**config.mk**
```make
export PLATFORM = sky130hd
export DESIGN_NAME = dcd_chain_decoder
export DESIGN_NICKNAME = d
export VERILOG_FILES = /design/src/rtl/dcd_chain_decoder.v
export VERILOG_INCLUDE_DIRS = /design/src /design/src/rtl
export SDC_FILE = /design/constraint.sdc
export NUM_CORES = 1
export LEC_CHECK = 0
export BUFFER_PORTS_ARGS = -buffer_cell sky130_fd_sc_hd__buf_2
export CAP_MARGIN = 10
export CORE_UTILIZATION = 42
export CTS_BUF_LIST = sky130_fd_sc_hd__clkbuf_16
export CTS_CLUSTER_SIZE = 8
export DETAILED_ROUTE_END_ITERATION = 16
export PLACE_DENSITY = 0.79
export SLEW_MARGIN = 10
export SYNTH_ARGS = -nofsm -noshare
export SYNTH_HDL_FRONTEND = slang
export SYNTH_SLANG_ARGS = --single-unit
```
**constraint.sdc**
```tcl
create_clock -name SYS_CLK -period 1.82 [get_ports SYS_CLK]
set_input_delay 0 -clock SYS_CLK [delete_from_list [all_inputs] [get_ports SYS_CLK]]
set_output_delay 0 -clock SYS_CLK [all_outputs]
set_load 0.02 [all_outputs]
```
**src/rtl/dcd_defines.vh**
```
// Command codes, field positions and timing counts for the chain command decoder
`ifndef DCD_DEFINES_VH
`define DCD_DEFINES_VH

// Command byte fields
`define DCD_ADDR_MSB      2
`define DCD_OP_MSB        7
`define DCD_OP_LSB        3

// Command opcodes (upper five bits) and deselect nibble (upper four bits)
`define DCD_OP_ASSIGN     5'h00
`define DCD_OP_QINT       5'h01
`define DCD_OP_QPID       5'h02
`define DCD_OP_SEL_EPP    5'h04
`define DCD_OP_INT_DIS    5'h08
`define DCD_OP_INT_EN     5'h09
`define DCD_OP_CLR_LATCH  5'h0a
`define DCD_OP_SET_LATCH  5'h0b
`define DCD_OP_SEL_ECP    5'h1a
`define DCD_OP_SEL_SPP    5'h1c
`define DCD_NIB_DESEL     4'h3

// Transfer styles
`define DCD_STYLE_SPP     2'h0
`define DCD_STYLE_EPP     2'h1
`define DCD_STYLE_ECP     2'h2

// Cycle classes
`define DCD_CYC_NONE      2'h0
`define DCD_CYC_ADDR_WR   2'h1
`define DCD_CYC_DATA_WR   2'h2
`define DCD_CYC_DATA_RD   2'h3

// Reset values
`define DCD_RST_ADDR      3'h0
`define DCD_RST_STYLE     2'h0

// Least reset hold, in ns, at a 5 ns clock
`define DCD_RST_HOLD_NS   10
`define DCD_CLK_NS        5
`define DCD_RST_CYCLES    ((`DCD_RST_HOLD_NS + `DCD_CLK_NS - 1) / `DCD_CLK_NS)

`endif

```
**src/rtl/dcd_chain_decoder.v**
```verilog
// Daisy-chain command decoder with pass-through switch and cycle classifier
//
// Contract
// - After reset the device sits in pass-through mode, transparent downstream.
// - In pass-through, host control and status lines route to/from downstream port.
// - When selected, control and status lines go to the protocol translator.
// - Classify SPP, EPP, ECP transfers as address write, data write or data read.
// - Up to eight devices per port, three-bit address in command low bits.
// - Command 0000_0aaa makes the current device adopt address aaa.
// - Command 0000_1aaa makes device aaa report its interrupt status.
// - Command 0001_0aaa makes device aaa answer with its product identity.
// - Product-identity request output is driven low during that request.
// - Command 0010_0aaa selects device aaa in EPP style.
// - Command 1101_0aaa selects device aaa in ECP style.
// - Command 1110_0aaa selects device aaa in compatible SPP style.
// - Any command with upper nibble 0011 deselects every device.
// - 0100_0xxx disables chain interrupts, 0100_1xxx enables them.
// - Command 0101_0aaa clears the interrupt latches of device aaa.
// - Command 0101_1aaa sets the interrupt latch of device aaa.
// - Active-on-chain output is high only while this device is selected.
// - Rising edge of peripheral interrupt request sets the interrupt latch.
// - Select-in and initialise both low disables the host status and downstream ports.
// - Supply-sense low tri-states all outputs; drivers enable only when high.
// - Reset held low two clocks restores pass-through and defaults.
// - Address/data strobes follow SPP, EPP and ECP signalling per style.
`timescale 1ns/1ps
`include "dcd_defines.vh"

module dcd_chain_decoder (
	// Clock and reset
	input  wire       SYS_CLK,
	input  wire       RESETN,
	// Command packet input from the packet framer
	input  wire       CMD_VALID,
	input  wire [7:0] CMD_BYTE,
	input  wire       CMD_CURRENT,
	// Host port control lines, active low
	input  wire       HOST_STROBE_N,
	input  wire       HOST_AUTOFEED_N,
	input  wire       HOST_SELECT_IN_N,
	input  wire       HOST_INITIALISE_N,
	// Host port status lines
	output wire       HOST_ACK_N,
	output wire       HOST_BUSY,
	output wire       HOST_PAPER_END,
	output wire       HOST_SELECTED,
	output wire       HOST_ERROR_N,
	output wire       HOST_STATUS_OE,
	// Downstream pass-through port
	output wire       DOWNSTREAM_STROBE_N,
	output wire       DOWNSTREAM_AUTOFEED_N,
	output wire       DOWNSTREAM_SELECT_IN_N,
	output wire       DOWNSTREAM_INITIALISE_N,
	output wire       DOWNSTREAM_OE,
	input  wire       DOWNSTREAM_ACK_N,
	input  wire       DOWNSTREAM_BUSY,
	input  wire       DOWNSTREAM_PAPER_END,
	input  wire       DOWNSTREAM_SELECTED,
	input  wire       DOWNSTREAM_ERROR_N,
	// Translator status, used while selected
	input  wire       XLAT_ACK_N,
	input  wire       XLAT_BUSY,
	input  wire       XLAT_PAPER_END,
	input  wire       XLAT_SELECTED,
	input  wire       XLAT_ERROR_N,
	// Translator side
	output reg  [1:0] XLAT_STYLE,
	output reg  [1:0] XLAT_CYCLE,
	// Peripheral interrupt and supply sense
	input  wire       PERIPH_IRQ,
	input  wire       SUPPLY_SENSE,
	// Chain status outputs
	output wire       ACTIVE_ON_CHAIN_OUT,
	output wire       ACTIVE_ON_CHAIN_OE,
	output wire       PRODUCT_IDENT_REQUEST_N,
	output wire       PRODUCT_IDENT_REQUEST_OE,
	output reg  [2:0] CHAIN_ADDR,
	output reg        INT_REPORT_EN,
	output reg        INT_LATCH,
	output reg        INT_QUERY_REPLY,
	output reg        INT_QUERY_PULSE
);

	// ---------------------------------------------------------------
	// Command decode helpers
	// ---------------------------------------------------------------
	function addr_hit;
		input [7:0] cmd;
		input [2:0] own;
		begin
			addr_hit = (cmd[`DCD_ADDR_MSB:0] == own);
		end
	endfunction

	function [4:0] opcode;
		input [7:0] cmd;
		begin
			opcode = cmd[`DCD_OP_MSB:`DCD_OP_LSB];
		end
	endfunction

	function route_pick;
		input sel;
		input from_xlat;
		input from_down;
		begin
			route_pick = sel ? from_xlat : from_down;
		end
	endfunction

	// ---------------------------------------------------------------
	// State
	// ---------------------------------------------------------------
	localparam MODE_PASS = 1'b0;
	localparam MODE_SEL  = 1'b1;

	reg        mode;
	reg        next_mode;
	reg [1:0]  next_style;
	reg [2:0]  next_addr;
	reg        next_int_en;
	reg        pid_req;
	reg        next_pid_req;
	reg        irq_prev;
	reg        latch_clr;
	reg        latch_set;
	reg        query;
	reg [1:0]  next_cycle;
	wire [4:0] op;
	wire       hit;
	wire       irq_rise;
	wire       drive_ok;
	wire       ports_ok;
	wire       selected;
	wire       host_illegal;

	assign op       = opcode(CMD_BYTE);
	assign hit      = addr_hit(CMD_BYTE, CHAIN_ADDR);
	assign irq_rise = PERIPH_IRQ & ~irq_prev;

	// ---------------------------------------------------------------
	// Command interpreter
	// ---------------------------------------------------------------
	always @* begin
		next_mode    = mode;
		next_style   = XLAT_STYLE;
		next_addr    = CHAIN_ADDR;
		next_int_en  = INT_REPORT_EN;
		next_pid_req = pid_req;
		latch_clr    = 1'b0;
		latch_set    = 1'b0;
		query        = 1'b0;
		if (CMD_VALID) begin
			// Any command byte except an identity request to this device ends a pending identity request
			next_pid_req = 1'b0;
			if (CMD_BYTE[7:4] == `DCD_NIB_DESEL) begin
				next_mode = MODE_PASS;
			end else begin
				case (op)
					`DCD_OP_ASSIGN: begin
						if (CMD_CURRENT)
							next_addr = CMD_BYTE[`DCD_ADDR_MSB:0];
					end
					`DCD_OP_QINT: begin
						query = hit;
					end
					`DCD_OP_QPID: begin
						next_pid_req = hit;
					end
					`DCD_OP_SEL_EPP: begin
						if (hit) begin
							next_mode  = MODE_SEL;
							next_style = `DCD_STYLE_EPP;
						end
					end
					`DCD_OP_SEL_ECP: begin
						if (hit) begin
							next_mode  = MODE_SEL;
							next_style = `DCD_STYLE_ECP;
						end
					end
					`DCD_OP_SEL_SPP: begin
						if (hit) begin
							next_mode  = MODE_SEL;
							next_style = `DCD_STYLE_SPP;
						end
					end
					`DCD_OP_INT_DIS: begin
						next_int_en = 1'b0;
					end
					`DCD_OP_INT_EN: begin
						next_int_en = 1'b1;
					end
					`DCD_OP_CLR_LATCH: begin
						latch_clr = hit;
					end
					`DCD_OP_SET_LATCH: begin
						latch_set = hit;
					end
					default: begin
						// Unknown codes leave every register alone except the identity request, which clears
						next_mode = mode;
					end
				endcase
			end
		end
	end

	// ---------------------------------------------------------------
	// Cycle classifier
	// ---------------------------------------------------------------
	always @* begin
		next_cycle = `DCD_CYC_NONE;
		// Address strobes outrank data strobes in EPP and SPP styles; ECP splits its strobe by autofeed
		if (mode == MODE_SEL) begin
			case (XLAT_STYLE)
				`DCD_STYLE_EPP: begin
					if (!HOST_SELECT_IN_N)
						next_cycle = `DCD_CYC_ADDR_WR;
					else if (!HOST_AUTOFEED_N)
						next_cycle = HOST_STROBE_N ? `DCD_CYC_DATA_RD : `DCD_CYC_DATA_WR;
				end
				`DCD_STYLE_ECP: begin
					if (!HOST_STROBE_N)
						next_cycle = HOST_AUTOFEED_N ? `DCD_CYC_DATA_WR : `DCD_CYC_ADDR_WR;
					else if (!HOST_INITIALISE_N)
						next_cycle = `DCD_CYC_DATA_RD;
				end
				default: begin
					if (!HOST_SELECT_IN_N)
						next_cycle = `DCD_CYC_ADDR_WR;
					else if (!HOST_STROBE_N)
						next_cycle = `DCD_CYC_DATA_WR;
					else if (!HOST_INITIALISE_N)
						next_cycle = `DCD_CYC_DATA_RD;
				end
			endcase
		end
	end

	// ---------------------------------------------------------------
	// Chain mode, transfer style and own address
	// ---------------------------------------------------------------
	always @(posedge SYS_CLK or negedge RESETN) begin
		if (!RESETN) begin
			mode       <= MODE_PASS;
			XLAT_STYLE <= `DCD_RST_STYLE;
			CHAIN_ADDR <= `DCD_RST_ADDR;
		end else begin
			mode       <= next_mode;
			XLAT_STYLE <= next_style;
			CHAIN_ADDR <= next_addr;
		end
	end

	// ---------------------------------------------------------------
	// Product identity request
	// ---------------------------------------------------------------
	always @(posedge SYS_CLK or negedge RESETN) begin
		if (!RESETN)
			pid_req <= 1'b0;
		else
			pid_req <= next_pid_req;
	end

	// ---------------------------------------------------------------
	// Interrupt edge detector
	// ---------------------------------------------------------------
	always @(posedge SYS_CLK or negedge RESETN) begin
		// Idle level of the pulled-up pin, so no false edge follows reset
		if (!RESETN)
			irq_prev <= 1'b1;
		else
			irq_prev <= PERIPH_IRQ;
	end

	// ---------------------------------------------------------------
	// Interrupt latch, report enable and query reply
	// ---------------------------------------------------------------
	always @(posedge SYS_CLK or negedge RESETN) begin
		if (!RESETN) begin
			INT_REPORT_EN   <= 1'b0;
			INT_LATCH       <= 1'b0;
			INT_QUERY_REPLY <= 1'b0;
			INT_QUERY_PULSE <= 1'b0;
		end else begin
			INT_REPORT_EN   <= next_int_en;
			INT_QUERY_PULSE <= query;
			if (query)
				INT_QUERY_REPLY <= INT_LATCH & INT_REPORT_EN;
			// Set wins over clear so no edge is lost
			if (irq_rise | latch_set)
				INT_LATCH <= 1'b1;
			else if (latch_clr)
				INT_LATCH <= 1'b0;
		end
	end

	// ---------------------------------------------------------------
	// Cycle class register
	// ---------------------------------------------------------------
	always @(posedge SYS_CLK or negedge RESETN) begin
		if (!RESETN)
			XLAT_CYCLE <= `DCD_CYC_NONE;
		else
			XLAT_CYCLE <= next_cycle;
	end

	// ---------------------------------------------------------------
	// Output enables
	// ---------------------------------------------------------------
	// Select-in and initialise both low is the port-off request
	assign host_illegal             = ~HOST_SELECT_IN_N & ~HOST_INITIALISE_N;
	assign drive_ok                 = SUPPLY_SENSE;
	assign ports_ok                 = drive_ok & ~host_illegal;
	assign DOWNSTREAM_OE            = ports_ok;
	assign HOST_STATUS_OE           = ports_ok;
	assign ACTIVE_ON_CHAIN_OE       = drive_ok;
	assign PRODUCT_IDENT_REQUEST_OE = drive_ok;

	// ---------------------------------------------------------------
	// Data switch
	// ---------------------------------------------------------------
	assign selected = (mode == MODE_SEL);

	// Downstream sees idle control while this device is selected
	assign DOWNSTREAM_STROBE_N     = route_pick(selected, 1'b1, HOST_STROBE_N);
	assign DOWNSTREAM_AUTOFEED_N   = route_pick(selected, 1'b1, HOST_AUTOFEED_N);
	assign DOWNSTREAM_SELECT_IN_N  = route_pick(selected, 1'b1, HOST_SELECT_IN_N);
	assign DOWNSTREAM_INITIALISE_N = route_pick(selected, 1'b1, HOST_INITIALISE_N);

	// Host status comes from the translator while selected
	assign HOST_ACK_N     = route_pick(selected, XLAT_ACK_N, DOWNSTREAM_ACK_N);
	assign HOST_BUSY      = route_pick(selected, XLAT_BUSY, DOWNSTREAM_BUSY);
	assign HOST_PAPER_END = route_pick(selected, XLAT_PAPER_END, DOWNSTREAM_PAPER_END);
	assign HOST_SELECTED  = route_pick(selected, XLAT_SELECTED, DOWNSTREAM_SELECTED);
	assign HOST_ERROR_N   = route_pick(selected, XLAT_ERROR_N, DOWNSTREAM_ERROR_N);

	assign ACTIVE_ON_CHAIN_OUT     = selected;
	assign PRODUCT_IDENT_REQUEST_N = ~pid_req;

endmodule // dcd_chain_decoder

```
; ---- Yosys cells after proc, flatten, opt, wreduce, memory -nomap -nowiden
; Cells that the tools add are included.
[word_totals]
ff_bits = 14
output_inout_bits = 26
in_bits = 28
[op_classes]
n_reduce_logical = 11
eq_ne = 16
n_mux = 40
n_bitwise = 11
[op_table]
columns = operator, n
row1 = 1-bit 2-to-1 mux, 26
row2 = 2-bit 2-to-1 mux, 11
row3 = "5-bit by 4-bit == test with 1-bit output, second input constant", 4
row4 = "5-bit == test, second input constant", 2
row5 = 2-bit nonzero test, 4
row6 = "2-bit != test, second input constant", 3
row7 = 1-bit NOT, 6
row8 = 2-bit case mux with 3 select lines, 1
row9 = 3-bit AND reduction, 2
row10 = 6-bit AND reduction, 1
row11 = "5-bit by 1-bit == test with 1-bit output, second input constant", 1
row12 = "5-bit by 2-bit == test with 1-bit output, second input constant", 1
row13 = "5-bit by 3-bit == test with 1-bit output, second input constant", 1
row14 = 5-bit logical NOT, 1
row15 = 1-bit AND, 4
row16 = "4-bit by 2-bit == test with 1-bit output, second input constant", 1
row17 = 2-bit case mux with 2 select lines, 1
row18 = 4-bit AND reduction, 1
row19 = 3-bit == test, 1
row20 = 3-bit nonzero test, 1
row21 = 3-bit OR reduction, 1
row22 = "2-bit by 1-bit == test with 1-bit output, second input constant", 1
row23 = "2-bit == test, second input constant", 1
row24 = 1-bit case mux with 2 select lines, 1
row25 = 1-bit bitwise OR, 1

; ---- Longest topological paths before layout
; Gate-level depths: netlist of the first run.
[depth]
depth_word = 6
ltp_mapped = 6
ltp_nobuf = 6

; ---- Least setup slack after synthesis of the first run
; OpenSTA, ideal clock, no wires.
[synth_timing]
kind = flip-flop to flip-flop
from = register CHAIN_ADDR[1]
to = register XLAT_STYLE[0]
arrival_time_ns = 1.366
setup_slack_ns = 0.326
t_required_ns = 1.692
stages_incl_launch_ff = 5
n_path_buf = 0
cell_sequence = dfrtp_1 > xor2_1 > nor3_4 > o2111ai_2 > mux2_1
[synth_between]
elab_chain_cells = 3
word_cells_on_any_way = 5
[synth_lines]
columns = element, line
row1 = start: declaration, dcd_chain_decoder.v:77  ; output reg [2:0] CHAIN_ADDR,
row2 = start signal: assignment, dcd_chain_decoder.v:248  ; CHAIN_ADDR <= `DCD_RST_ADDR;
row3 = start signal: assignment, dcd_chain_decoder.v:252  ; CHAIN_ADDR <= next_addr;
row4 = 3-bit == test *, dcd_chain_decoder.v:91  ; addr_hit = (cmd[`DCD_ADDR_MSB:0] == own);
row5 = 2-bit != test (no source line), n/a
row6 = 6-bit AND reduction (no source line) *, n/a
row7 = end signal: assignment, dcd_chain_decoder.v:247  ; XLAT_STYLE <= `DCD_RST_STYLE;
row8 = end signal: assignment, dcd_chain_decoder.v:251  ; XLAT_STYLE <= next_style;
row9 = end: declaration, dcd_chain_decoder.v:67  ; output reg [1:0] XLAT_STYLE,
; Mark *: on every way between the ends. The rest lies on a longest branch, timed or not.
; A chain may end at the register's enable or synchronous reset.

; ---- Worst setup path in the final report of the first run
; Ends and elaborated chain as after synthesis.

==> flow_summary.json, run 1 <==
{
  "drt-initial-drc-count": 2,
  "route.antenna.remaining_nets": 0,
  "drive_gt1_frac": 0.5143,
  "n_fill_cell": 176,
  "syn_inst": 84,
  "max_stage_delay_ns": 0.39,
  "drc": 0,
  "path_buf_inv": 0,
  "finalMaxSlewViolations": 0,
  "fmax_ghz": 0.6733,
  "end_kind": "flip-flop",
  "track_usage": 0.1910,
  "htree_levels": 1,
  "avgRoutedWirePerCell_um": 11.93,
  "min_period_ns": 1.485,
  "cts_tree": "yes",
  "rsz0062_at_grt": "false",
  "grt_pass1_vias": 736,
  "dp_hpwl_um": 1564,
  "period_share": 0.8161,
  "vias_per_cell": 4.922,
  "ys.flop_type": "dfrtp_1",
  "hold_viol": 0,
  "firstDrtPassIters": 4,
  "synth_top_cell_by_area": "dfrtp_1",
  "fin_area_um2": 1250,
  "cap_viol_max_count": 0,
  "synth_fp_nets": 114,
  "path_max_fanout": 4,
  "ys_ff_latch": 14,
  "synthTopCellsByCount": "13 x dfrtp_1, 9 x inv_1, 8 x mux2_2, 7 x nand2_1, 5 x xor2_1",
  "synth_cell_types": 31,
  "leakagePower_uw": 0.0006646,
  "synthArstFlopShare": 1.000,
  "die_area_um2": 2253,
  "core_um2": 1962,
  "postPlaceCellArea_um2": 1141,
  "path_cells": "xor2_1 -> nor3_4 -> o2111ai_2 -> mux2_1",
  "n_antenna_cell": 0,
  "cts_sinks": 14,
  "seq_area_frac_synth": 0.4049,
  "initial_core_util": 0.4426,
  "hold_path.class": "in2reg",
  "cts_setup_buffers": 0,
  "path_clk_slew_ns": 0.05,
  "ctsLongestPathBuffers": 2,
  "cp-start-kind": "flip-flop",
  "synth_enable_flop_cells": 0,
  "cts_root_buffer": "clkbuf_16",
  "yosysWarnings": 0,
  "grt_max_degree": 15,
  "ir_worst_vdd_v": 0.0005040,
  "vias": 822,
  "crit_cells": 4,
  "rr_worst_depth": 4,
  "critical-path-slowest-cell": "dfrtp_1",
  "finalSetupViolations": 0,
  "whs_path_depth": 2,
  "skew_ns": 0.003494,
  "fin_nets": 171,
  "antenna_found_initial": 0,
  "globalRouteOverflowTotal": 0,
  "p_per_area_nw_per_um2": 946.3,
  "status": "finished, final reports clean",
  "syn_to_final_growth_pct": 43.95,
  "tightest_slew_ns": 0.3449,
  "synth_area_um2": 868.3,
  "cp_top_family": "flip-flops",
  "yosys-top-cells-area": "dfrtp_1 37%, mux2_2 10%, xor2_1 5.0%, inv_1 3.9%, dfstp_2 3.0%",
  "rows": 16,
  "finalWirelength_um": 1993,
  "final.setup.tns_ns": 0,
  "portBuffers": 53,
  "synth_top_area_frac": 0.3746,
  "clock_latency_ns": 0.24,
  "io_pins": 54,
  "gp_congestion": 0.7976,
  "synth_most_common_cell": "dfrtp_1",
  "grt_first_pass_wirelength_um": 2877,
  "die_w_um": 47.47,
  "cts_made_buffers": 3,
  "worstPathArrival_ns": 1.60,
  "slew_headroom": 0.7700,
  "cp_data_required_time_ns": 1.94,
  "syn_area_per_cell_um2": 10.34,
  "fp.dieH_um": 47.47,
  "critPathKind": "reg2reg"
}
==> cell usage in the layout (no fill, tap or decap), types with 2 or more instances in the layout <==
| master | n |
|---|---|
| buf_2 | 53 |
| dfrtp_1 | 13 |
| inv_1 | 10 |
| mux2_2 | 8 |
| nand2_1 | 7 |
| xor2_1 | 5 |
| o21ai_0 | 4 |
| or2_2 | 3 |
| a21oi_1 | 3 |
| clkbuf_16 | 3 |
| dlygate4sd3_1 | 3 |
| o211ai_1 | 2 |
| nor2_1 | 2 |
| nand4_1 | 2 |
| mux2_1 | 2 |
| nand3_1 | 2 |
| mux2i_1 | 2 |
| ha_1 | 2 |
==> cell type report <==
type	instances	area [um2]	share of cell area
repair buffers	56	295.3	0.2362
well taps	27	33.78	0.02703
flip-flops and latches	14	351.6	0.2813
multi-input cells	57	456.7	0.3654
clock buffers	3	75.07	0.06006
inverters	9	33.78	0.02703
clock inverters	1	3.754	0.003003
==> path summary, 6_finish.rpt <==
kind | startpoint | to | slack, ns
worst max register to register | CHAIN_ADDR[1]$_DFFE_PN0P_ | XLAT_STYLE[0]$_DFFE_PN0P_ | 0.33
worst max-delay path | CHAIN_ADDR[1]$_DFFE_PN0P_ | XLAT_STYLE[0]$_DFFE_PN0P_ | 0.33
worst min register to register | INT_REPORT_EN$_DFFE_PN0P_ | INT_REPORT_EN$_DFFE_PN0P_ | 0.52
max in group asynchronous | RESETN | irq_prev$_DFF_PN1_ | 1.35
worst min-delay path | CMD_BYTE[2] | CHAIN_ADDR[2]$_DFFE_PN0P_ | 0.02
min in group asynchronous | RESETN | INT_QUERY_PULSE$_DFF_PN0_ | 0.19
==> layer usage <==
layer | GRT usage | part of all wire
met1 | 0.1967 | 0.38
met2 | 0.3452 | 0.52
met3 | 0.03396 | 0.081
met4 | 0.1371 | 0.023
met5 | 0 | 0
==> worst reg2reg max path, cell delays in order, from the launching register on <==
cell	delay, ns
dfrtp_1	0.39
xor2_1	0.19
nor3_4	0.25
o2111ai_2	0.18
mux2_1	0.35
==> state kept, by name, indices dropped and copies added (netlist names) <==
| name | flops |
|---|---|
| CHAIN_ADDR | 3 |
| XLAT_CYCLE | 2 |
| XLAT_STYLE | 2 |
| ACTIVE_ON_CHAIN_OUT | 1 |
| INT_LATCH | 1 |
| INT_QUERY_PULSE | 1 |
| INT_QUERY_REPLY | 1 |
| INT_REPORT_EN | 1 |
| irq_prev | 1 |
| pid_req | 1 |
==> power breakdown <==
part           switching (uW)  internal, uW  leakage [uW]
clock                     120           290     0.0000423
sequential               39.3           351      0.000175
combinational             222           160      0.000447
==> cells by family (layout without fill, tap and decap cells) <==
kind of cell / Yosys count / in the layout / synth area share
adders and majority gates: 2 / 2 / 0.02881
and+or+nand+nor: 24 / 24 / 0.1816
buffers and inverters: 13 / 69 / 0.06916
DFF: 14 / 14 / 0.4049
xor gates and xnor gates: 5 / 5 / 0.05043
AOI/OAI and AO/OA: 14 / 14 / 0.1124
muxes: 12 / 12 / 0.1527
==> through the flow <==
step / setup slack, ns / utilization / instances / power, uW / hold WS [ns]
CTS: 0.3373 / 0.6371 / 167 / 1197 / 0.01657
detailed placement: 0.3532 / 0.5816 / 160 / 773.0 / -0.08866
finish: 0.3347 / 0.6371 / 167 / 1183 / 0.01799
global route: 0.2772 / 0.6371 / 167 / 1245 / 0.03034
global placement: 0.3870 / 0.5816 / 160 / 761.3 / -0.09744
floorplan: 0.3265 / - / 84 / 640.5 / -0.2956
==> repair_timing <==
item	CTS	global route
gates resized for setup	0	0
endpoints found under the hold margin	16	0
hold buffers	3	0
(Power assumes the default switching activity.)
==> run 2, diff against run 1 <==
Settings changed: CORE_UTILIZATION 42 to 38, PLACE_DENSITY 0.79 to 0.75.
Clock period 1.82 ns to 1.35 ns, I/O delays scaled along.
==> run 2 against run 1 <==
Against the previous run: the run now ends with setup timing left; hold slack got worse by 0.017 ns; setup slack got worse by 0.46 ns; critical path depth unchanged; flip-flop and latch count unchanged; non-clock buffer count increased by 3; highest routed layer unchanged.
==> flow_summary.json, run 2 (same netlist as run 1, synthesis figures left out) <==
{
  "vias_per_cell": 5.000,
  "hold_viol": 0,
  "hold_ws_ns": 0.0009704,
  "fp.dieH_um": 49.80,
  "portBuffers": 53,
  "grtUsageMet2": 0.3581,
  "cp_top_family": "flip-flops",
  "path_clk_slew_ns": 0.04,
  "violations": "setup timing",
  "setup_ws_ns": -0.1282,
  "switchingPower_uw": 524.8,
  "cp-start-kind": "flip-flop",
  "clockPowerShare": 0.338,
  "cts_sinks": 14,
  "status": "complete, but fails checks",
  "final_common_cell": "buf_2",
  "mostFrequentLayoutCells": "53 x buf_2, 9 x dfrtp_1, 9 x inv_1",
  "met3_usage": 0.04630,
  "tightest_slew_ns": 0.3552,
  "dp_slack_ns": -0.1179,
  "cp_data_required_time_ns": 1.47,
  "rows": 16,
  "ir_worst_vdd_v": 0.0007147,
  "cap_viol_max_count": 0,
  "critical-path-slowest-cell": "dfrtp_2",
  "die_area_um2": 2480,
  "pwr-share-seq": 0.327,
  "path_cells": "xor2_2 -> nor3_4 -> o2111ai_4 -> mux2_4",
  "fin_area_um2": 1316,
  "finalSetupViolations": 4,
  "period_share": 1.095,
  "postPlaceCellArea_um2": 1167,
  "grt_first_pass_wirelength_um": 3429,
  "critPathKind": "reg2reg",
  "cts_root_buffer": "clkbuf_16",
  "cts_tree": "yes",
  "end_kind": "flip-flop",
  "drc": 0,
  "die_w_um": 49.80,
  "use_met1": 0.1825,
  "finalMaxSlewViolations": 0,
  "route.antenna.remaining_nets": 0,
  "p_sw_frac": 0.3222,
  "dp_hpwl_um": 1579,
  "finalWirelength_um": 2065,
  "antenna_found_initial": 0,
  "n_fill_cell": 162,
  "gp_congestion": 0.8235,
  "regToRegSetupSlack_ns": -0.13,
  "htree_levels": 1,
  "min_period_ns": 1.478,
  "avgRoutedWirePerCell_um": 12.15,
  "fmax_ghz": 0.6765,
  "max_stage_delay_ns": 0.42,
  "cts_made_buffers": 3,
  "syn_to_final_growth_pct": 51.58,
  "regMostFlops": "CHAIN_ADDR",
  "worstPathArrival_ns": 1.60,
  "core_um2": 2062,
  "grt_max_degree": 15,
  "skew_ns": 0.0008833,
  "top_regs": "CHAIN_ADDR: 3 flops, XLAT_CYCLE: 2 flops, XLAT_STYLE: 2 flops",
  "largest_reg_flops": 3,
  "firstDrtPassIters": 4,
  "path_max_fanout": 4,
  "n_antenna_cell": 0,
  "leakagePower_uw": 0.0006789,
  "track_usage": 0.1844,
  "globalRouteOverflowTotal": 0,
  "drt-initial-drc-count": 10,
  "p_int_uw": 1104,
  "clock_latency_ns": 0.24,
  "vias": 850,
  "fin_nets": 174,
  "io_pins": 54,
  "grt_pass1_vias": 841,
  "p_per_area_nw_per_um2": 1238,
  "combPwrFrac": 0.334,
  "hold_path.class": "in2reg",
  "slew_headroom": 0.7627,
  "top_usage_layer": "met2",
  "drive_gt1_frac": 0.5944,
  "initial_core_util": 0.4211,
  "power_uw": 1629,
  "path_buf_inv": 0,
  "rsz0062_at_grt": "true",
  "ctsLongestPathBuffers": 2
}
run 2: power groups by stage:
stage	Clock, uW	Combinational (uW)	Sequential [uW]
after floorplan	0	292	579
after global placement	0	510	533
after detailed placement	0	520	536
after CTS	564	545	533
after global routing	575	592	546
final	551	545	533
run 2: timing repair:
action                     4_1_cts  5_1_grt
resized for setup                3        3
hold endpoints to repair        15        0
pin swaps                        4        1
setup buffers                    3        0
hold buffers                     2        0
setup endpoints to repair        3       10
run 2: final timing paths:
check | from | to | depth (start not counted)
setup / recovery | CHAIN_ADDR[1]$_DFFE_PN0P_ | XLAT_STYLE[1]$_DFFE_PN0P_ | 4
hold / removal | CMD_VALID | pid_req$_DFFE_PN0P_ | 2
setup reg to reg | CHAIN_ADDR[1]$_DFFE_PN0P_ | XLAT_STYLE[1]$_DFFE_PN0P_ | 4
hold reg to reg | INT_REPORT_EN$_DFFE_PN0P_ | INT_REPORT_EN$_DFFE_PN0P_ | 2
max in group asynchronous | RESETN | irq_prev$_DFF_PN1_ | 2
min in group asynchronous | RESETN | INT_REPORT_EN$_DFFE_PN0P_ | 2
run 2: final cells by class:
| class | count | area, um2 | area share |
|---|---|---|---|
| multi-input combinational | 57 | 498.0 | 0.3783 |
| sequential | 14 | 356.6 | 0.2709 |
| timing repair buffer | 59 | 315.3 | 0.2395 |
| clock buffer | 3 | 75.07 | 0.05703 |
| inverter | 9 | 33.78 | 0.02567 |
| tap | 27 | 33.78 | 0.02567 |
| clock inverter | 1 | 3.754 | 0.002852 |
run 2: layer usage:
| layer | wire, um | share of wire | vias up |
|---|---|---|---|
| li1 | - | - | 404 |
| met2 | 1043 | 0.51 | 46 |
| met1 | 812 | 0.39 | 397 |
| met4 | 27 | 0.013 | 0 |
| met5 | 0 | 0 | - |
| met3 | 181 | 0.088 | 3 |
run 2: through the flow:
step / cells / setup TNS [ns] / utilization
after global placement: 161 / -0.1884 / 0.5661
after detailed placement: 161 / -0.2464 / 0.5661
after global routing: 170 / -0.6970 / 0.6384
final: 170 / -0.3747 / 0.6384
after CTS: 170 / -0.3244 / 0.6323
after floorplan: 84 / -0.2277 / -
==> run 3, diff against run 2 <==
--- a/config.mk
+++ b/config.mk
@@ -8,3 +8,3 @@
 export LEC_CHECK = 0
-export BUFFER_PORTS_ARGS = -buffer_cell sky130_fd_sc_hd__buf_2
+export BUFFER_PORTS_ARGS = -buffer_cell sky130_fd_sc_hd__buf_4
 export CAP_MARGIN = 10
@@ -14,2 +14,3 @@
 export DETAILED_ROUTE_END_ITERATION = 16
+export HOLD_SLACK_MARGIN = 0.15
 export PLACE_DENSITY = 0.75
==> constraint.sdc (replaced) <==
create_clock -name SYS_CLK -period 1.35 [get_ports SYS_CLK]
set_input_delay 0.0675 -clock SYS_CLK [delete_from_list [all_inputs] [get_ports SYS_CLK]]
set_output_delay 0.0675 -clock SYS_CLK [all_outputs]
set_load 0.02 [all_outputs]
==> run 3 against run 2 <==
Against the previous run: the flow still finishes with violations (setup timing); clock skew rose by 0.0021 ns; utilization rose by 12 points; cell count rose by 7.1%; global-route usage rose by 2.5 points; register-to-register slack barely moved; combinational power rose by 22%; critical endpoint is now XLAT_STYLE[0]$_DFFE_PN0P_; largest power group is now combinational cells; highest routed layer unchanged.
==> flow_summary.json, run 3 (same netlist as run 1, synthesis figures left out) <==
{
  "slew_headroom": 0.7423,
  "hold_path.class": "in2reg",
  "status": "complete, but fails checks",
  "hold_viol": 0,
  "largest_reg_flops": 3,
  "cp_top_family": "flip-flops",
  "leakagePower_uw": 0.0007770,
  "n_fill_cell": 131,
  "period_share": 1.085,
  "path_max_fanout": 3,
  "finalSetupViolations": 9,
  "antenna_found_initial": 0,
  "worstPathArrival_ns": 1.59,
  "skew_ns": 0.002958,
  "dp_hpwl_um": 1597,
  "core_um2": 2062,
  "setup_ws_ns": -0.1151,
  "min_period_ns": 1.465,
  "critical-path-slowest-cell": "dfrtp_2",
  "rsz0062_at_grt": "true",
  "cts_made_buffers": 3,
  "grt_first_pass_wirelength_um": 3933,
  "regArea_um2": 355.3,
  "critPathKind": "reg2reg",
  "firstDrtPassIters": 4,
  "cp_data_required_time_ns": 1.47,
  "finalMaxSlewViolations": 0,
  "grt_pass1_vias": 951,
  "final.setup.tns_ns": -0.5800,
  "die_w_um": 49.80,
  "cap_viol_max_count": 0,
  "cp-start-kind": "flip-flop",
  "ir_worst_vdd_v": 0.0008263,
  "io_pins": 54,
  "postPlaceCellArea_um2": 1323,
  "path_clk_slew_ns": 0.05,
  "route.antenna.remaining_nets": 0,
  "power_uw": 1753,
  "cts_root_buffer": "clkbuf_16",
  "mostFrequentLayoutCells": "60 x buf_4, 11 x dlygate4sd3_1, 10 x dfrtp_1",
  "max_stage_delay_ns": 0.41,
  "final_common_cell": "buf_4",
  "syn_to_final_growth_pct": 80.26,
  "cts_sinks": 14,
  "violations": "setup timing",
  "avgRoutedWirePerCell_um": 12.91,
  "regMostFlops": "CHAIN_ADDR",
  "tightest_slew_ns": 0.3857,
  "grt_max_degree": 15,
  "p_per_area_nw_per_um2": 1120,
  "initial_core_util": 0.4211,
  "fp.dieH_um": 49.80,
  "rows": 16,
  "drive_gt1_frac": 0.5677,
  "ctsLongestPathBuffers": 2,
  "cts_tree": "yes",
  "globalRouteOverflowTotal": 0,
  "gp_congestion": 0.8691,
  "die_area_um2": 2480,
  "track_usage": 0.2090,
  "top_regs": "CHAIN_ADDR: 3 flops, XLAT_CYCLE: 2 flops, XLAT_STYLE: 2 flops",
  "fin_nets": 186,
  "end_kind": "flip-flop",
  "portBuffers": 53,
  "vias": 899,
  "drt-initial-drc-count": 6,
  "fmax_ghz": 0.6825,
  "htree_levels": 1,
  "clock_latency_ns": 0.24,
  "finalWirelength_um": 2350,
  "n_antenna_cell": 0,
  "multiInputGateArea_um2": 503.0,
  "path_buf_inv": 0,
  "vias_per_cell": 4.940,
  "fin_area_um2": 1565,
  "path_cells": "xor2_2 -> nor3_4 -> o2111ai_4 -> mux2_4",
  "drc": 0
}
[run 3: cell count changes in the layout (fill, tap and decap cells not counted), sizes merged]
cell	previous run	this run
buf	57	60
dlygate4sd3	2	11
[run 3: worst paths after layout]
path	endpoint	startpoint	cells after the start	slack, ns
setup / recovery	XLAT_STYLE[0]$_DFFE_PN0P_	CHAIN_ADDR[2]$_DFFE_PN0P_	4	-0.12
hold / removal	XLAT_CYCLE[1]$_DFF_PN0_	HOST_SELECT_IN_N	3	0.17
setup reg to reg	XLAT_STYLE[0]$_DFFE_PN0P_	CHAIN_ADDR[2]$_DFFE_PN0P_	4	-0.12
hold reg to reg	INT_QUERY_REPLY$_DFFE_PN0P_	INT_QUERY_REPLY$_DFFE_PN0P_	2	0.54
max in group asynchronous	irq_prev$_DFF_PN1_	RESETN	2	0.91
min in group asynchronous	INT_LATCH$_DFFE_PN0P_	RESETN	2	0.21
[run 3: layer usage]
layer	vias up	wire length [um]	global-route usage
met3	2	235	0.06790
li1	428	-	-
met1	419	963	0.2403
met2	50	1142	0.3581
met5	-	0	0
met4	0	9	0.07619
[run 3: stage by stage]
step | hold WS, ns | cells | util | worst slack, ns
2_1_floorplan | -0.2281 | 84 | - | -0.1138
3_5_place_dp | -0.07171 | 164 | 0.6414 | -0.1226
6_report | 0.1719 | 182 | 0.7591 | -0.1151
3_3_place_gp | -0.07719 | 164 | 0.6414 | -0.1047
5_1_grt | 0.1742 | 182 | 0.7591 | -0.1624
4_1_cts | 0.1624 | 182 | 0.7512 | -0.09418
[run 3: worst register-to-register path, stage by stage, from the launching register on]
cell and delay [ns]:
dfrtp_2 0.41, xor2_2 0.16, nor3_4 0.27, o2111ai_4 0.19, mux2_4 0.33
[run 3: what timing repair did]
item                       in CTS  in global routing
resized for setup               3                  2
pin swaps                       4                  2
hold buffers                   11                  0
setup endpoints to repair       8                 11
hold endpoints to repair       23                  0
setup buffers                   3                  1
[run 3: power by group]
part | total, uW | leakage (uW) | internal (uW) | switching [uW]
registers | 534 | 0.000171 | 476 | 58.5
logic | 665 | 0.000568 | 341 | 324
clock network | 553 | 0.0000385 | 391 | 162
total | 1750 | 0.000777 | 1210 | 545
[run 3: final cells by class]
type / count / share of cell area
clock buffer: 3 / 0.04796
clock inverter: 1 / 0.002398
inverter: 9 / 0.02158
multi-input combinational: 57 / 0.3213
sequential: 14 / 0.2270
tap: 27 / 0.02158
timing repair buffer: 71 / 0.3581
